`src/cmsc_defs.svh`:
```
`ifndef CMSC_DEFS_SVH
`define CMSC_DEFS_SVH

// ****************************************************************
// register byte offsets
// ****************************************************************
`define CMSC_ADDR_IDLE    6'h00
`define CMSC_ADDR_GUARD   6'h04
`define CMSC_ADDR_ESC     6'h08
`define CMSC_ADDR_SEL     6'h0C
`define CMSC_ADDR_SKIP    6'h10
`define CMSC_ADDR_DUR     6'h14
`define CMSC_ADDR_ST      6'h18
`define CMSC_ADDR_OPT     6'h1C
`define CMSC_ADDR_STATUS  6'h20

// ****************************************************************
// reset values and legal ranges
// ****************************************************************
`define CMSC_RST_IDLE     16'h0064
`define CMSC_MIN_IDLE     16'h0002
`define CMSC_MAX_IDLE     16'h028F
`define CMSC_RST_GUARD    16'h03E8
`define CMSC_MIN_GUARD    16'h0001
`define CMSC_MAX_GUARD    16'h0CE4
`define CMSC_RST_ESC      8'h2B
`define CMSC_RST_SKIP     16'h0001
`define CMSC_MIN_SKIP     16'h0001
`define CMSC_MAX_SKIP     16'hFFFF
`define CMSC_RST_DUR      16'h0020
`define CMSC_MIN_DUR      16'h0020
`define CMSC_MAX_DUR      16'h0AF0
`define CMSC_RST_ST       16'h1388
`define CMSC_MIN_ST       16'h0001
`define CMSC_MAX_ST       16'hFFFE
`define CMSC_RST_OPT      8'h00

// ****************************************************************
// sleep select codes and option bits
// ****************************************************************
`define CMSC_SEL_OFF      3'h0
`define CMSC_SEL_PIN      3'h1
`define CMSC_SEL_CYC      3'h4
`define CMSC_OPT_WAKE_ST  1
`define CMSC_OPT_FULL     2

// ****************************************************************
// time bases
// ****************************************************************
`define CMSC_CLK_PERIOD_PS  25000
`define CMSC_MS_PS          1000000000
`define CMSC_MS_CYCLES      (`CMSC_MS_PS / `CMSC_CLK_PERIOD_PS)
`define CMSC_MS_PER_10MS    4'hA
`define CMSC_10MS_PER_100MS 4'hA

`endif

```
`src/cmsc_pkg.sv`:
```
package cmsc_pkg;

  // ****************************************************************
  // states
  // ****************************************************************
  typedef enum logic [2:0] {ESC_WAIT, ESC_GOT1, ESC_GOT2, ESC_GOT3} cmsc_esc_t;
  typedef enum logic [1:0] {SL_AWAKE, SL_ASLEEP} cmsc_sleep_t;

  // ****************************************************************
  // software settings
  // ****************************************************************
  typedef struct packed {
    logic [15:0] idleTimeout;
    logic [15:0] guardTime;
    logic [7:0]  escChar;
    logic [2:0]  sleepSel;
    logic [15:0] wakeSkip;
    logic [15:0] sleepDur;
    logic [15:0] idleBeforeSleep;
    logic [7:0]  sleepOpt;
  } cmsc_cfg_t;

  // status word, low bits
  typedef struct packed {
    logic [2:0] escStage;
    logic       endDevice;
    logic       lowPower;
    logic       awakePin;
    logic       cmdMode;
  } cmsc_status_t;

  // force a written value into its legal window
  function automatic logic [15:0] clamp16(input logic [15:0] v,
                                          input logic [15:0] lo,
                                          input logic [15:0] hi);
    clamp16 = (v < lo) ? lo : ((v > hi) ? hi : v);
  endfunction

endpackage

```
`src/cmsc_top.sv`:
```
`timescale 1ns/1ps
`include "cmsc_defs.svh"

// What this block does
// - Command mode ends by itself once no valid command came for the idle timeout in 100 ms units.
// - An explicit exit command ends command mode at once.
// - The escape is only taken with a full guard time of line silence before and after it.
// - The escape character is a software-set byte, 0x2B after reset.
// - Sleep select 0 means no sleep, 1 pin sleep, 4 cyclic sleep, 0 after reset.
// - Select 0 makes a router that never sleeps, and a change of select forces a rejoin.
// - After waking with no radio data pending the awake pin stays low for the skip count periods.
// - An end device sleeps one period of the sleep duration in 10 ms units, 0x20 to 0xAF0.
// - On a parent the sleep duration also gives how long a child message is held.
// - The idle-before-sleep timer restarts on any serial or radio datum and allows sleep on expiry.
// - Option 0x02 always wakes for the idle time and 0x04 sleeps the full count times period.
module cmsc_top #(
  parameter int MS_CYCLES = `CMSC_MS_CYCLES
) (
  // clock and reset
  input  wire logic        clock,
  input  wire logic        reset,
  // avalon-mm slave
  input  wire logic [5:0]  address,
  input  wire logic        read,
  input  wire logic        write,
  input  wire logic [31:0] writedata,
  output logic [31:0]      readdata,
  output logic             waitrequest,
  // serial side, same clock
  input  wire logic        rxValid,
  input  wire logic [7:0]  rxByte,
  input  wire logic        cmdValid,
  input  wire logic        cmdExit,
  // radio side, same clock
  input  wire logic        rfRx,
  input  wire logic        rfPending,
  // sleep request pin, asynchronous
  input  wire logic        sleepRqPin,
  // results
  output logic             cmdMode,
  output logic             awakePin,
  output logic             lowPower,
  output logic             endDevice,
  output logic             rejoinReq,
  output logic [15:0]      parentHoldTime
);

  localparam int MSW = $clog2(MS_CYCLES);

  // ****************************************************************
  // time bases
  // ****************************************************************
  logic [MSW-1:0] msCnt_r, msCnt_nxt;
  logic [3:0]     tenCnt_r, tenCnt_nxt, hunCnt_r, hunCnt_nxt;
  logic           msTick_r, msTick_nxt, tenTick_r, tenTick_nxt, hunTick_r, hunTick_nxt;

  // cascaded dividers, each tick one cycle long
  always_comb begin
    msTick_nxt  = (msCnt_r == MSW'(MS_CYCLES - 1));
    msCnt_nxt   = msTick_nxt ? '0 : msCnt_r + 1'b1;
    tenCnt_nxt  = tenCnt_r;
    hunCnt_nxt  = hunCnt_r;
    tenTick_nxt = 1'b0;
    hunTick_nxt = 1'b0;
    if (msTick_r) begin
      tenTick_nxt = (tenCnt_r == `CMSC_MS_PER_10MS - 4'h1);
      tenCnt_nxt  = tenTick_nxt ? 4'h0 : tenCnt_r + 4'h1;
    end
    if (tenTick_r) begin
      hunTick_nxt = (hunCnt_r == `CMSC_10MS_PER_100MS - 4'h1);
      hunCnt_nxt  = hunTick_nxt ? 4'h0 : hunCnt_r + 4'h1;
    end
  end

  always_ff @(posedge clock) begin
    if (reset) begin
      msCnt_r   <= '0;
      tenCnt_r  <= 4'h0;
      hunCnt_r  <= 4'h0;
      msTick_r  <= 1'b0;
      tenTick_r <= 1'b0;
      hunTick_r <= 1'b0;
    end else begin
      msCnt_r   <= msCnt_nxt;
      tenCnt_r  <= tenCnt_nxt;
      hunCnt_r  <= hunCnt_nxt;
      msTick_r  <= msTick_nxt;
      tenTick_r <= tenTick_nxt;
      hunTick_r <= hunTick_nxt;
    end
  end

  // ****************************************************************
  // sleep request pin synchroniser
  // ****************************************************************
  logic sync1_r, sync2_r, sync3_r, sleepRq_r;

  // a change counts only once stages two and three agree
  always_ff @(posedge clock) begin
    if (reset) begin
      sync1_r   <= 1'b0;
      sync2_r   <= 1'b0;
      sync3_r   <= 1'b0;
      sleepRq_r <= 1'b0;
    end else begin
      sync1_r <= sleepRqPin;
      sync2_r <= sync1_r;
      sync3_r <= sync2_r;
      if (sync2_r == sync3_r) begin
        sleepRq_r <= sync3_r;
      end
    end
  end

  // ****************************************************************
  // register bus
  // ****************************************************************
  cmsc_pkg::cmsc_cfg_t    cfg_r, cfg_nxt;
  cmsc_pkg::cmsc_status_t status;
  cmsc_pkg::cmsc_esc_t    esc_r, esc_nxt;
  cmsc_pkg::cmsc_sleep_t  sl_r, sl_nxt;
  logic        ack_r, ack_nxt, waitreq_r, waitreq_nxt, rejoin_r, rejoin_nxt;
  logic        wrEn;
  logic [31:0] rdata_r, rdata_nxt, rdMux;
  logic        cmdMode_r, cmdMode_nxt, awake_r, awake_nxt, lowPower_r, lowPower_nxt;

  assign wrEn = write && ack_r; // write lands on the edge that sees waitrequest low

  // read mux, unmapped offsets read zero
  always_comb begin
    case (address)
      `CMSC_ADDR_IDLE:   rdMux = 32'(cfg_r.idleTimeout);
      `CMSC_ADDR_GUARD:  rdMux = 32'(cfg_r.guardTime);
      `CMSC_ADDR_ESC:    rdMux = 32'(cfg_r.escChar);
      `CMSC_ADDR_SEL:    rdMux = 32'(cfg_r.sleepSel);
      `CMSC_ADDR_SKIP:   rdMux = 32'(cfg_r.wakeSkip);
      `CMSC_ADDR_DUR:    rdMux = 32'(cfg_r.sleepDur);
      `CMSC_ADDR_ST:     rdMux = 32'(cfg_r.idleBeforeSleep);
      `CMSC_ADDR_OPT:    rdMux = 32'(cfg_r.sleepOpt);
      `CMSC_ADDR_STATUS: rdMux = 32'(status);
      default:           rdMux = 32'h0000_0000;
    endcase
  end

  // one wait cycle per access; out-of-range values are clamped, bad selects dropped
  always_comb begin
    ack_nxt     = (read || write) && !ack_r;
    waitreq_nxt = !ack_nxt;
    rdata_nxt   = (read && !ack_r) ? rdMux : rdata_r;
    cfg_nxt     = cfg_r;
    rejoin_nxt  = 1'b0;
    if (wrEn) begin
      case (address)
        `CMSC_ADDR_IDLE:  cfg_nxt.idleTimeout = cmsc_pkg::clamp16(writedata[15:0],
                            `CMSC_MIN_IDLE, `CMSC_MAX_IDLE);
        `CMSC_ADDR_GUARD: cfg_nxt.guardTime = cmsc_pkg::clamp16(writedata[15:0],
                            `CMSC_MIN_GUARD, `CMSC_MAX_GUARD);
        `CMSC_ADDR_ESC:   cfg_nxt.escChar = writedata[7:0];
        `CMSC_ADDR_SEL: begin
          if (writedata[2:0] == `CMSC_SEL_OFF || writedata[2:0] == `CMSC_SEL_PIN ||
              writedata[2:0] == `CMSC_SEL_CYC) begin
            cfg_nxt.sleepSel = writedata[2:0];
            rejoin_nxt       = (writedata[2:0] != cfg_r.sleepSel);
          end
        end
        `CMSC_ADDR_SKIP:  cfg_nxt.wakeSkip = cmsc_pkg::clamp16(writedata[15:0],
                            `CMSC_MIN_SKIP, `CMSC_MAX_SKIP);
        `CMSC_ADDR_DUR:   cfg_nxt.sleepDur = cmsc_pkg::clamp16(writedata[15:0],
                            `CMSC_MIN_DUR, `CMSC_MAX_DUR);
        `CMSC_ADDR_ST:    cfg_nxt.idleBeforeSleep = cmsc_pkg::clamp16(writedata[15:0],
                            `CMSC_MIN_ST, `CMSC_MAX_ST);
        `CMSC_ADDR_OPT:   cfg_nxt.sleepOpt = writedata[7:0];
        default:          cfg_nxt = cfg_r;
      endcase
    end
  end

  always_ff @(posedge clock) begin
    if (reset) begin
      ack_r     <= 1'b0;
      waitreq_r <= 1'b1;
      rdata_r   <= 32'h0000_0000;
      rejoin_r  <= 1'b0;
      cfg_r     <= '{`CMSC_RST_IDLE, `CMSC_RST_GUARD, `CMSC_RST_ESC, `CMSC_SEL_OFF,
                     `CMSC_RST_SKIP, `CMSC_RST_DUR, `CMSC_RST_ST, `CMSC_RST_OPT};
    end else begin
      ack_r     <= ack_nxt;
      waitreq_r <= waitreq_nxt;
      rdata_r   <= rdata_nxt;
      rejoin_r  <= rejoin_nxt;
      cfg_r     <= cfg_nxt;
    end
  end

  // ****************************************************************
  // timers
  // ****************************************************************
  logic guardDone, cmdIdleDone, idleDone, slpDone;

  // silence since the last serial byte
  cmsc_timer #(.W(16)) u_guard (.clock(clock), .reset(reset), .restart(rxValid),
    .tick(msTick_r), .limit(cfg_r.guardTime), .done(guardDone));
  // held clear outside command mode, restarted by each valid command
  cmsc_timer #(.W(16)) u_cmdIdle (.clock(clock), .reset(reset),
    .restart(cmdValid || !cmdMode_r), .tick(hunTick_r),
    .limit(cfg_r.idleTimeout), .done(cmdIdleDone));
  // any serial or radio datum pushes sleep out again
  cmsc_timer #(.W(16)) u_idle (.clock(clock), .reset(reset),
    .restart(rxValid || rfRx || sl_r != cmsc_pkg::SL_AWAKE), .tick(msTick_r),
    .limit(cfg_r.idleBeforeSleep), .done(idleDone));
  // one sleep period, rearmed at each period end
  cmsc_timer #(.W(16)) u_sleep (.clock(clock), .reset(reset),
    .restart(sl_r != cmsc_pkg::SL_ASLEEP || slpDone), .tick(tenTick_r),
    .limit(cfg_r.sleepDur), .done(slpDone));

  // ****************************************************************
  // escape recognition and command mode
  // ****************************************************************
  logic escHit;

  assign escHit = rxValid && (rxByte == cfg_r.escChar);

  // guard, three escape bytes, guard; a long gap mid-sequence also cancels
  always_comb begin
    esc_nxt     = esc_r;
    cmdMode_nxt = cmdMode_r;
    case (esc_r)
      cmsc_pkg::ESC_WAIT: if (escHit && guardDone && !cmdMode_r) esc_nxt = cmsc_pkg::ESC_GOT1;
      cmsc_pkg::ESC_GOT1: begin
        if (rxValid) esc_nxt = escHit ? cmsc_pkg::ESC_GOT2 : cmsc_pkg::ESC_WAIT;
        else if (guardDone) esc_nxt = cmsc_pkg::ESC_WAIT;
      end
      cmsc_pkg::ESC_GOT2: begin
        if (rxValid) esc_nxt = escHit ? cmsc_pkg::ESC_GOT3 : cmsc_pkg::ESC_WAIT;
        else if (guardDone) esc_nxt = cmsc_pkg::ESC_WAIT;
      end
      cmsc_pkg::ESC_GOT3: begin
        if (rxValid) begin
          esc_nxt = cmsc_pkg::ESC_WAIT; // a fourth byte too soon
        end else if (guardDone) begin
          esc_nxt     = cmsc_pkg::ESC_WAIT;
          cmdMode_nxt = 1'b1; // trailing silence complete
        end
      end
      default: esc_nxt = cmsc_pkg::ESC_WAIT;
    endcase
    if (cmdMode_r && (cmdExit || cmdIdleDone)) begin
      cmdMode_nxt = 1'b0;
    end
  end

  always_ff @(posedge clock) begin
    if (reset) begin
      esc_r     <= cmsc_pkg::ESC_WAIT;
      cmdMode_r <= 1'b0;
    end else begin
      esc_r     <= esc_nxt;
      cmdMode_r <= cmdMode_nxt;
    end
  end

  // ****************************************************************
  // sleep control
  // ****************************************************************
  logic [15:0] periods_r, periods_nxt;
  logic        skipDone, showPin;

  // pin shown after the skip count, or early for pending radio data unless full span asked
  assign skipDone = ({1'b0, periods_r} + 17'h0_0001) >= {1'b0, cfg_r.wakeSkip};
  assign showPin  = skipDone || (rfPending && !cfg_r.sleepOpt[`CMSC_OPT_FULL]);

  always_comb begin
    sl_nxt      = sl_r;
    awake_nxt   = awake_r;
    periods_nxt = periods_r;
    case (sl_r)
      cmsc_pkg::SL_AWAKE: begin
        if (cfg_r.sleepSel == `CMSC_SEL_OFF) begin
          awake_nxt = 1'b1; // a router stays up
        end else if (cfg_r.sleepSel == `CMSC_SEL_PIN && sleepRq_r) begin
          sl_nxt    = cmsc_pkg::SL_ASLEEP;
          awake_nxt = 1'b0;
        end else if (cfg_r.sleepSel == `CMSC_SEL_CYC && idleDone && !cmdMode_r &&
                     !rxValid && !rfRx) begin // a datum in the expiry cycle still wins
          sl_nxt    = cmsc_pkg::SL_ASLEEP;
          awake_nxt = 1'b0;
          if (awake_r) periods_nxt = 16'h0000; // quiet wakes keep counting
        end
      end
      cmsc_pkg::SL_ASLEEP: begin
        if (cfg_r.sleepSel == `CMSC_SEL_OFF ||
            (cfg_r.sleepSel == `CMSC_SEL_PIN && !sleepRq_r)) begin
          sl_nxt    = cmsc_pkg::SL_AWAKE;
          awake_nxt = 1'b1;
        end else if (cfg_r.sleepSel == `CMSC_SEL_CYC && slpDone) begin
          periods_nxt = periods_r + 16'h0001;
          if (showPin) begin
            sl_nxt    = cmsc_pkg::SL_AWAKE;
            awake_nxt = 1'b1;
          end else if (cfg_r.sleepOpt[`CMSC_OPT_WAKE_ST]) begin
            sl_nxt = cmsc_pkg::SL_AWAKE; // up for the idle time, pin low
          end
        end
      end
      default: sl_nxt = cmsc_pkg::SL_AWAKE;
    endcase
    lowPower_nxt = (sl_nxt == cmsc_pkg::SL_ASLEEP);
  end

  always_ff @(posedge clock) begin
    if (reset) begin
      sl_r       <= cmsc_pkg::SL_AWAKE;
      awake_r    <= 1'b1;
      lowPower_r <= 1'b0;
      periods_r  <= 16'h0000;
    end else begin
      sl_r       <= sl_nxt;
      awake_r    <= awake_nxt;
      lowPower_r <= lowPower_nxt;
      periods_r  <= periods_nxt;
    end
  end

  // ****************************************************************
  // outputs
  // ****************************************************************
  logic        endDev_r;
  logic [15:0] hold_r;

  // hold time for children follows the sleep duration
  always_ff @(posedge clock) begin
    if (reset) begin
      endDev_r <= 1'b0;
      hold_r   <= `CMSC_RST_DUR;
    end else begin
      endDev_r <= (cfg_nxt.sleepSel != `CMSC_SEL_OFF);
      hold_r   <= cfg_nxt.sleepDur;
    end
  end

  assign status         = '{esc_r, endDev_r, lowPower_r, awake_r, cmdMode_r};
  assign readdata       = rdata_r;
  assign waitrequest    = waitreq_r;
  assign cmdMode        = cmdMode_r;
  assign awakePin       = awake_r;
  assign lowPower       = lowPower_r;
  assign endDevice      = endDev_r;
  assign rejoinReq      = rejoin_r;
  assign parentHoldTime = hold_r;
endmodule // cmsc_top

```
`src/cmsc_timer.sv`:
```
`timescale 1ns/1ps

// elapsed-time counter: counts ticks since restart, saturates at limit
module cmsc_timer #(
  parameter int W = 16
) (
  // clock and reset
  input  wire logic         clock,
  input  wire logic         reset,
  // control
  input  wire logic         restart,
  input  wire logic         tick,
  input  wire logic [W-1:0] limit,
  // result
  output logic              done
);

  logic [W-1:0] count_r;
  logic [W-1:0] count_nxt;
  logic         done_r;
  logic         done_nxt;

  // saturating count, restart wins over a tick
  always_comb begin
    count_nxt = count_r;
    if (restart) begin
      count_nxt = '0;
    end else if (tick && (count_r < limit)) begin
      count_nxt = count_r + 1'b1;
    end
    done_nxt = !restart && (count_nxt >= limit);
  end

  always_ff @(posedge clock) begin
    if (reset) begin
      count_r <= '0;
      done_r  <= 1'b0;
    end else begin
      count_r <= count_nxt;
      done_r  <= done_nxt;
    end
  end

  assign done = done_r;

endmodule // cmsc_timer

```
`config.mk`:
```
export PLATFORM = sky130hd
export DESIGN_NAME = cmsc_top
export DESIGN_NICKNAME = d
export VERILOG_FILES = /design/src/cmsc_pkg.sv /design/src/cmsc_top.sv /design/src/cmsc_timer.sv
export VERILOG_INCLUDE_DIRS = /design/src
export SDC_FILE = /design/constraint.sdc
export NUM_CORES = 1
export LEC_CHECK = 0
export BUFFER_PORTS_ARGS = -buffer_cell sky130_fd_sc_hd__buf_2
export CORE_MARGIN = 5
export CORE_UTILIZATION = 28
export CTS_CLUSTER_DIAMETER = 120
export DETAILED_ROUTE_END_ITERATION = 12
export PLACE_DENSITY = 0.41
export SYNTH_ARGS = -nofsm -noshare
export SYNTH_HDL_FRONTEND = slang
export SYNTH_SLANG_ARGS = --single-unit
```
`constraint.sdc`:
```
create_clock -name clock -period 10.7 [get_ports clock]
set_clock_uncertainty 0.15 [all_clocks]
set_input_delay 0.535 -clock clock [delete_from_list [all_inputs] [get_ports clock]]
set_output_delay 0.535 -clock clock [all_outputs]
set_load 0.05 [all_outputs]
```
==> results of run 1 <==
## worst max-delay path by stage
stage | depth (start not counted) | endpoint | slack, ns
global placement | 17 | u_cmdIdle.done$_SDFF_PP0_ | 6.38
CTS | 16 | u_guard.done$_SDFF_PP0_ | 6.38
detailed placement | 16 | u_guard.done$_SDFF_PP0_ | 6.38
global route | 18 | u_sleep.done$_SDFF_PP0_ | 6.07
finish | 17 | u_cmdIdle.done$_SDFF_PP0_ | 6.37
floorplan | 18 | u_cmdIdle.done$_SDFF_PP0_ | 7.01
## power by group through the flow
stage               Combinational, mW  Clock, mW  Sequential, mW
global route                   0.0895       1.29           0.907
detailed placement             0.0835          0           0.926
finish                         0.0832       1.21           0.907
CTS                            0.0837       1.26           0.907
floorplan                      0.0541          0           0.927
global placement               0.0836          0           0.926
## worst max-delay path: stages (launching register included)
cell and delay (ns):
dfxtp_1 0.34, inv_1 0.11, ha_1 0.33, a21o_1 0.16, a21o_1 0.18, a211oi_2 0.33, nor2_1 0.29, nor4_2 0.46
xor2_1 0.22, nand2_1 0.08, ha_1 0.26, nand2b_1 0.13, a21o_1 0.17, a21o_1 0.17, a21oi_1 0.18, o21ai_0 0.17
a221oi_1 0.37, o31ai_1 0.10
## routing by layer
metal | part of all wire [%] | global-route usage [%] | wire length, um | up-vias
met3 | 4.3 | 2.425 | 2070 | 77
met5 | 0.014 | 0 | 7 | -
met2 | 45 | 26.62 | 21690 | 267
li1 | - | - | - | 6328
met1 | 48 | 22.89 | 23040 | 5950
met4 | 3.1 | 5.720 | 1511 | 2
## registers in the layout, indices dropped and copies added, names as in the netlist, 2 cells and up
name / flops
cfg_r: 83
sl_r: 2
esc_r: 3
hunCnt_r: 4
u_cmdIdle.count_r: 16
tenCnt_r: 4
parentHoldTime: 16
readdata: 16
u_sleep.count_r: 16
msCnt_r: 16
periods_r: 16
u_idle.count_r: 16
u_guard.count_r: 16
## final cells by class
type                       instances  share of cell area, %
multi-input combinational       1349                  53.06
sequential                       242                  29.24
clock buffer                      50                  6.306
tap                              680                  5.136
timing repair buffer              95                  3.157
inverter                          93                  2.107
clock inverter                    11                 0.9743
antenna                            1                0.01510
## layout by cell type (no fill, tap or decap), types with 7 or more instances in the layout
master and n:
inv_1 93, nor2b_1 24, and2_1 10, a211oi_1 20, ha_1 146, a22oi_1 26
buf_4 19, xor2_1 46, a221oi_1 11, nand3b_1 10, buf_2 76, or3_1 20
conb_1 18, o211ai_1 8, clkbuf_8 7, nand2_1 151, nor4_1 18, nor2_1 227
xnor2_1 45, o21ai_0 58, nand2b_1 20, mux2i_1 46, nor3_1 62, clkbuf_16 37
nand4_1 45, a222oi_1 14, a21oi_1 101, dfxtp_1 242, and3_1 28, a21o_1 45
nand3_1 73, and4_1 8
## metrics by stage
| step | std cells | power [mW] | worst slack, ns | util (%) | area (sq um) |
|---|---|---|---|---|---|
| 2_1_floorplan | 1800 | 0.9809 | 7.014 | - | 14540 |
| 3_3_place_gp | 2459 | 1.010 | 6.382 | 29.94 | 15360 |
| 3_5_place_dp | 2459 | 1.010 | 6.381 | 29.94 | 15360 |
| 4_1_cts | 2520 | 2.247 | 6.375 | 32.29 | 16560 |
| 5_1_grt | 2521 | 2.282 | 6.072 | 32.29 | 16570 |
| 6_report | 2521 | 2.204 | 6.373 | 32.29 | 16570 |
## logic make-up (layout without fill, tap and decap cells)
logic type                 Yosys count  in the layout  share of synthesized area [%]
DFF                                242            242                          33.47
buffers and inverters              209            249                          6.328
AOI/OAI and AO/OA                  322            322                          14.48
xor gates and xnor gates            91             91                          5.507
muxes                               46             46                          3.181
and+or+nand+nor                    726            726                          24.39
other                                1             19                        0.02591
adders and majority gates          146            146                          12.62
==> results.sh, run 1 <==
export IMPL_clkPwrFrac_pct=55.1
export IMPL_firstDrtPassIters=7
export IMPL_drv_cap=0
export IMPL_numPortBuffers=77
export IMPL_drtAntennaViolNets=0
export IMPL_crit_start="cfg_r[92]$_SDFFE_PP0P_"
export IMPL_holdWs_ns=0.06614
export IMPL_critPathLaunchType="register"
export IMPL_rr_startpoint="cfg_r[92]$_SDFFE_PP0P_"
export IMPL_comb_power_share_pct=3.8
export IMPL_grt_use_total_pct=16.59
export IMPL_seq_area_frac_synth_pct=33.47
export IMPL_area_growth_pct=14.46
export IMPL_cts_setup_buffers=0
export IMPL_clockBufferDepth=3
export IMPL_ys_top_cells_by_area="dfxtp_1 33%, ha_1 13%, nor2_1 5.9%, nand2_1 3.9%, a21oi_1 3.5%"
export IMPL_hold_path_end="sync1_r$_SDFF_PP0_"
export IMPL_critPathMaxFanout=11
export IMPL_synthTopCellsByCount="242 x dfxtp_1, 227 x nor2_1, 151 x nand2_1"
export IMPL_tightest_slew_ns=1.065
export IMPL_hold_path_depth=2
export IMPL_cts_buffers=34
export IMPL_fp_dieW_um=237.4
export IMPL_vias=12624
export IMPL_core_area_sq_um=51300
export IMPL_synth_area_per_cell_sq_um=8.118
export IMPL_rsz0062_at_grt="false"
export IMPL_layout_drive_gt1_share_pct=9.076
export IMPL_num_rows=83
export IMPL_p_switching_mw=0.5096
export IMPL_grt_ovfl_total=0
export IMPL_yosysMostFrequentCell="dfxtp_1"
export IMPL_drc=0
export IMPL_grt_pass1_vias=12330
export IMPL_post_drt_wl_per_cell_um=19.17
export IMPL_ys_types=59
export IMPL_worstReg2RegEnd="u_cmdIdle.done$_SDFF_PP0_"
export IMPL_wirelength_um=48320
export IMPL_ys_ff_latch=242
export IMPL_cts_root_buf="clkbuf_16"
export IMPL_ys_flop_type="dfxtp_1"
export IMPL_seq_power_share_pct=41.1
export IMPL_synth_top_area_share_pct=33.47
export IMPL_first_iter_violations=828
export IMPL_reg2regPathDepth=17
export IMPL_setup_viol=0
export IMPL_status="completed"
export IMPL_arrival_ns=4.59
export IMPL_grt_pass1_wl_um=73890
export IMPL_hold_viol_final=0
export IMPL_cts_sinks=242
export IMPL_clk_pin_slew_ns=0.06
export IMPL_holdBufCountCts=0
export IMPL_nets=2017
export IMPL_cts_tree="done"
export IMPL_r2r_slack_ns=6.37
export IMPL_path_class="register to register"
export IMPL_final_seq_area_sq_um=4845
export IMPL_worstSetupEndpointType="register"
export IMPL_yosysTopAreaCell="dfxtp_1"
export IMPL_multi_input_area_sq_um=8791
export IMPL_place_congestion=0.8452
export IMPL_post_cts_resized=0
export IMPL_ys_warn_count=0
export IMPL_fin_crit_ns=4.327
export IMPL_clk_latency_ns=0.53
export IMPL_hpwl_um=36250
export IMPL_switching_share_pct=23.12
export IMPL_maxSlewViolCount=0
export IMPL_initial_core_util_pct=28.21
export IMPL_syn_cell_area_sq_um=14470
export IMPL_ir_drop_mv=0.07851
export IMPL_grt_max_degree=50
export IMPL_synthCells=1783
export IMPL_final_fill_count=5470
export IMPL_slew_headroom_pct=28.79
export IMPL_antenna_found_initial=3
export IMPL_drt_vias_per_instance=5.008
export IMPL_synth_edf_count=0
export IMPL_crit_required_ns=10.96
export IMPL_io_pins=110
export IMPL_die_y_um=237.4
export IMPL_tns_ns=0
export IMPL_min_from="sleepRqPin"
export IMPL_powerDensity_nw_per_um2=133.0
export IMPL_cts_max_level=2
export IMPL_max_clock_freq_mhz=231.1
export IMPL_cellInternalPower_mw=1.694
export IMPL_async_flop_share_pct=0
export IMPL_fin_crit_sh_pct=40.44
export IMPL_die_area_sq_um=56340
export IMPL_p_leak_nw=6.640
export IMPL_hold_class="primary input to register"
Power figures use the tool's default switching activity.
==> run 2: changes to the inputs <==
Settings changed: ABC_AREA from default to 1.
Clock period 10.7 ns to 4.5 ns, I/O delays scaled along.
==> results.sh, run 2 <==
export IMPL_critPathLaunchType="register"
export IMPL_clk_pin_slew_ns=0.06
export IMPL_hold_viol_final=0
export IMPL_drv_cap=0
export IMPL_crit_start="parentHoldTime[1]$_SDFFE_PP0P_"
export IMPL_ys_types=65
export IMPL_rr_startpoint="parentHoldTime[1]$_SDFFE_PP0P_"
export IMPL_grt_pass1_wl_um=81960
export IMPL_layout_drive_gt1_share_pct=11.61
export IMPL_synthCells=2205
export IMPL_grt_pass1_vias=13806
export IMPL_synth_top_area_share_pct=30.80
export IMPL_fin_ws_ns=1.027
export IMPL_ys_top_cells_by_area="dfxtp_1 31%, nand2_1 12%, ha_1 12%, a21oi_1 7.5%, inv_1 6.9%"
export IMPL_critPathMaxFanout=18
export IMPL_clockBufferDepth=3
export IMPL_reg2regPathDepth=18
export IMPL_max_clock_freq_mhz=288.0
export IMPL_layout_common_cells="494 x nand2_1, 289 x inv_1, 242 x dfxtp_1"
export IMPL_synthTopCellsByCount="494 x nand2_1, 289 x inv_1, 242 x dfxtp_1"
export IMPL_fp_dieW_um=247
export IMPL_status="completed"
export IMPL_grt_use_total_pct=17.37
export IMPL_hpwl_um=41830
export IMPL_drc=0
export IMPL_place_ws_ns=1.026
export IMPL_slew_headroom_pct=39.14
export IMPL_cts_max_level=2
export IMPL_post_drt_wl_per_cell_um=17.70
export IMPL_final_util_pct=32.58
export IMPL_instances_no_fill=3049
export IMPL_cts_tree="done"
export IMPL_seq_area_frac_synth_pct=30.80
export IMPL_hold_path_depth=3
export IMPL_fin_crit_sh_pct=77.17
export IMPL_io_pins=110
export IMPL_clk_latency_ns=0.54
export IMPL_layout_commonest_cell="nand2_1"
export IMPL_drt_vias_per_instance=4.698
export IMPL_path_class="register to register"
export IMPL_core_area_sq_um=55420
export IMPL_yosysMostFrequentCell="nand2_1"
export IMPL_yosysTopAreaCell="dfxtp_1"
export IMPL_wirelength_um=53980
export IMPL_ys_warn_count=0
export IMPL_arrival_ns=3.76
export IMPL_cts_sinks=242
export IMPL_largest_register_ffs=83
export IMPL_antenna_found_initial=2
export IMPL_setup_viol=0
export IMPL_synth_area_per_cell_sq_um=7.133
export IMPL_async_flop_share_pct=0
export IMPL_cts_root_buf="clkbuf_16"
export IMPL_grt_ovfl_total=0
export IMPL_rsz0062_at_grt="false"
export IMPL_grt_max_degree=47
export IMPL_p_leak_nw=7.725
export IMPL_crit_required_ns=4.79
export IMPL_cts_buffers=35
export IMPL_worstSetupEndpointType="register"
export IMPL_maxSlewViolCount=0
export IMPL_power_total_mw=5.329
export IMPL_numPortBuffers=77
export IMPL_nets=2479
export IMPL_tns_ns=0
export IMPL_synth_edf_count=0
export IMPL_vias=14324
export IMPL_dp_cells=2966
export IMPL_min_from="rxValid"
export IMPL_powerDensity_nw_per_um2=295.1
export IMPL_ys_ff_latch=242
export IMPL_place_congestion=0.8784
export IMPL_ir_drop_mv=0.1964
export IMPL_drtAntennaViolNets=0
export IMPL_hold_class="primary input to register"
export IMPL_die_area_sq_um=61010
export IMPL_num_rows=86
export IMPL_first_iter_violations=847
export IMPL_largest_register="cfg_r"
export IMPL_initial_core_util_pct=28.38
export IMPL_area_growth_pct=14.80
export IMPL_firstDrtPassIters=5
export IMPL_tightest_slew_ns=0.9106
export IMPL_fin_crit_ns=3.473
export IMPL_syn_cell_area_sq_um=15730
export IMPL_die_y_um=247
export IMPL_ys_flop_type="dfxtp_1"
-- run 2: cell count changes after synthesis, sizes merged, moves of 23 or more --
cell	before	now
inv	93	314
nand2	151	514
o21ai	60	101
o22ai	4	28
clkbuf	73	27
buf	43	66
a21o	45	1
nor2b	24	0
nor2	227	148
and3	28	0
a21oi	101	246
mux2i	46	0
a22oi	26	0
xnor2	45	22
-- run 2: per-layer routing --
layer	wire, um	track usage (%)	share of wire (%)
met5	13	0	0.024
met3	2400	2.518	4.4
met2	24680	28.77	46
met1	25760	23.80	48
met4	1124	4.398	2.1
-- run 2: stage by stage --
| step | cell area [sq um] | hold WS (ns) |
|---|---|---|
| finish | 18050 | 0.05882 |
| global route | 18050 | 0.06892 |
| CTS | 18050 | 0.03159 |
| detailed placement | 16620 | 0.2449 |
| global placement | 16620 | 0.2454 |
| floorplan | 15790 | 0.1820 |
-- run 2: cell type report --
type | instances | area, sq um
Antenna cell | 1 | 2.502
Inverter | 317 | 1194
Sequential cell | 242 | 4845
Timing Repair Buffer | 111 | 698.2
Tap cell | 748 | 935.9
Clock buffer | 47 | 1003
Fill cell | 5997 | 37360
Multi-Input combinational cell | 1570 | 9170
Clock inverter | 13 | 206.4
-- run 2: kinds of logic (layout without fill, tap and decap cells) --
group	after synthesis	after routing	share of synthesized area, %
AOI/OAI and AO/OA	449	449	16.28
xor gates and xnor gates	68	68	3.835
adders and majority gates	146	146	11.61
buffers and inverters	410	488	11.30
DFF	242	242	30.80
other	1	19	0.02384
and+or+nand+nor	889	889	26.14
-- run 2: final timing paths --
check / to / slack [ns]
worst max-delay path: u_sleep.done$_SDFF_PP0_ / 1.03
worst min-delay path: u_guard.count_r[10]$_SDFF_PP0_ / 0.06
worst max register to register: u_sleep.done$_SDFF_PP0_ / 1.03
worst min register to register: sync2_r$_SDFF_PP0_ / 0.25
-- run 2: repair_timing --
item / in CTS / in global routing
gates resized for setup: 0 / 0
hold endpoints to repair: 59 / 0
hold buffers: 22 / 0
setup buffers: 0 / 0
-- run 2: where the power goes --
part	internal [mW]	total, mW	leakage, nW	switching, mW
Sequential	2.15	2.16	1.95	0.00598
Combinational	0.0519	0.239	5.19	0.187
Clock	1.85	2.93	0.587	1.08
-- run 2: critical path: stages, from the launching register on --
cell and delay [ns]:
dfxtp_1 0.41, inv_1 0.18, ha_1 0.32, o21ai_1 0.07, nand2_1 0.07, nand3_1 0.07, a21oi_1 0.10, o21ai_1 0.15
nand2_2 0.25, inv_2 0.31, nand2_1 0.12, a21oi_1 0.19, ha_1 0.28, a21oi_1 0.16, o21ai_0 0.12, a21oi_1 0.20
nand3_1 0.10, nand2_1 0.06, inv_1 0.04
==> run 3: changes to the inputs <==
Clock period 4.5 ns to 3.4 ns, I/O delays scaled along.
==> results.sh, run 3 (same netlist as run 2, synthesis figures left out) <==
export IMPL_max_clock_freq_mhz=318.5
export IMPL_status="completed"
export IMPL_fin_crit_ns=3.140
export IMPL_largest_register_ffs=83
export IMPL_cts_sinks=242
export IMPL_io_pins=110
export IMPL_slew_headroom_pct=45.48
export IMPL_grt_pass1_vias=14130
export IMPL_worstSetupEndpointType="register"
export IMPL_cts_buffers=34
export IMPL_instances_no_fill=3113
export IMPL_layout_commonest_cell="nand2_1"
export IMPL_clk_pin_slew_ns=0.06
export IMPL_tightest_slew_ns=0.8103
export IMPL_die_area_sq_um=61010
export IMPL_hold_class="primary input to register"
export IMPL_fin_crit_sh_pct=92.36
export IMPL_path_class="register to register"
export IMPL_min_from="address[5]"
export IMPL_numPortBuffers=77
export IMPL_grt_pass1_wl_um=84510
export IMPL_worstReg2RegEnd="u_cmdIdle.done$_SDFF_PP0_"
export IMPL_ir_drop_mv=0.3157
export IMPL_drtAntennaViolNets=0
export IMPL_critPathSlowestCell="ha_1"
export IMPL_cpPeakStageDelay_ns=0.32
export IMPL_clk_latency_ns=0.55
export IMPL_diodes=0
export IMPL_crit_path_cell_trace="inv_1, ha_1, a21oi_1, nor2_1, a211oi_1, nand2_2, nand2_4, nand3_4, buf_4, nand2_2, inv_2, o21a_1, ha_1, a21oi_1, o21ai_0, a21oi_1, nand3_1, nand2_1, inv_1"
export IMPL_drc=0
export IMPL_layout_drive_gt1_share_pct=14.08
export IMPL_place_congestion=0.9056
export IMPL_rsz0062_at_grt="true"
export IMPL_firstDrtPassIters=5
export IMPL_cts_tree="done"
export IMPL_die_y_um=247
export IMPL_fp_dieW_um=247
export IMPL_powerDensity_nw_per_um2=377.0
export IMPL_final_fill_count=5917
export IMPL_arrival_ns=3.42
export IMPL_critPathMaxFanout=12
export IMPL_first_iter_violations=1002
export IMPL_r2r_slack_ns=0.26
export IMPL_maxSlewViolCount=0
export IMPL_critPathCapture="u_cmdIdle.done$_SDFF_PP0_"
export IMPL_crit_top_cell="a21oi_1"
export IMPL_wirelength_um=55440
export IMPL_largest_register="cfg_r"
export IMPL_antenna_found_initial=0
export IMPL_post_drt_wl_per_cell_um=17.81
export IMPL_grt_use_total_pct=17.91
export IMPL_cts_max_level=2
export IMPL_p_leak_nw=8.036
export IMPL_critPathLaunchType="register"
export IMPL_crit_required_ns=3.68
export IMPL_num_rows=86
export IMPL_reg2regPathDepth=19
export IMPL_cts_root_buf="clkbuf_16"
export IMPL_initial_core_util_pct=28.38
export IMPL_nets=2542
export IMPL_drv_cap=0
export IMPL_rr_startpoint="cfg_r[88]$_SDFFE_PP1P_"
export IMPL_setup_viol=0
export IMPL_hpwl_um=43030
export IMPL_holdWs_ns=0.05647
export IMPL_hold_viol_final=0
export IMPL_dp_cells=3018
export IMPL_core_area_sq_um=55420
export IMPL_drt_vias_per_instance=4.719
export IMPL_layout_common_cells="494 x nand2_1, 288 x inv_1, 242 x dfxtp_1"
export IMPL_clockBufferDepth=3
export IMPL_vias=14690
export IMPL_grt_max_degree=110
export IMPL_grt_ovfl_total=0
export IMPL_crit_start="cfg_r[88]$_SDFFE_PP1P_"
export IMPL_area_growth_pct=18.13
[run 3: report_power, final]
part | switching [mW] | internal [mW] | leakage, nW
clock | 1.45 | 2.38 | 0.580
combinational | 0.248 | 0.0722 | 5.50
sequential | 0.00802 | 2.85 | 1.95
total | 1.70 | 5.30 | 8.04
[run 3: per-layer routing]
layer  routed length, um  track usage [%]
met1               26020            24.63
met2               24700            28.57
met3                2882            3.264
met4                1833            5.530
met5                   0                0
[run 3: area by class of cell]
class | instances | area (sq um) | area share (%)
clock inverter | 16 | 221.5 | 1.192
clock buffer | 45 | 963.4 | 5.186
tap | 748 | 935.9 | 5.037
multi-input combinational | 1571 | 9205 | 49.55
sequential | 242 | 4845 | 26.08
timing repair buffer | 174 | 1214 | 6.532
inverter | 317 | 1195 | 6.431
[run 3: worst max-delay path: cells and delay by family (launching register included)]
kind / cells / cell delay (ns)
AND/OR/NAND/NOR: 7 / 0.60
AO/OA/AOI/OAI: 6 / 0.98
adder cells (fa/ha/maj): 2 / 0.61
buffers and inverters: 4 / 0.39
flip-flops: 1 / 0.31
[run 3: what timing repair did]
item,CTS,global route
buffers inserted,0,4
setup endpoints to repair,0,5
resized for setup,0,9
hold buffers,29,0
hold endpoints to repair,83,0
[run 3: worst min-delay path by stage]
stage | end | cells past startpoint
after floorplan | sync1_r$_SDFF_PP0_ | 2
after global placement | sync1_r$_SDFF_PP0_ | 3
after detailed placement | sync1_r$_SDFF_PP0_ | 3
after CTS | rejoinReq$_SDFF_PP0_ | 4
after global routing | rejoinReq$_SDFF_PP0_ | 4
final | rejoinReq$_SDFF_PP0_ | 4
[run 3: stage by stage]
stage	cell area, sq um	util (%)	power (mW)	setup slack [ns]	TNS (ns)
after global placement	17040	30.75	3.212	0.1674	0
after CTS	18510	33.41	7.119	0.1290	0
final	18580	33.53	7.003	0.2599	0
after floorplan	15790	-	3.103	0.6192	0
after detailed placement	17040	30.75	3.213	0.1407	0
after global routing	18580	33.53	7.262	-0.06369	-0.06369
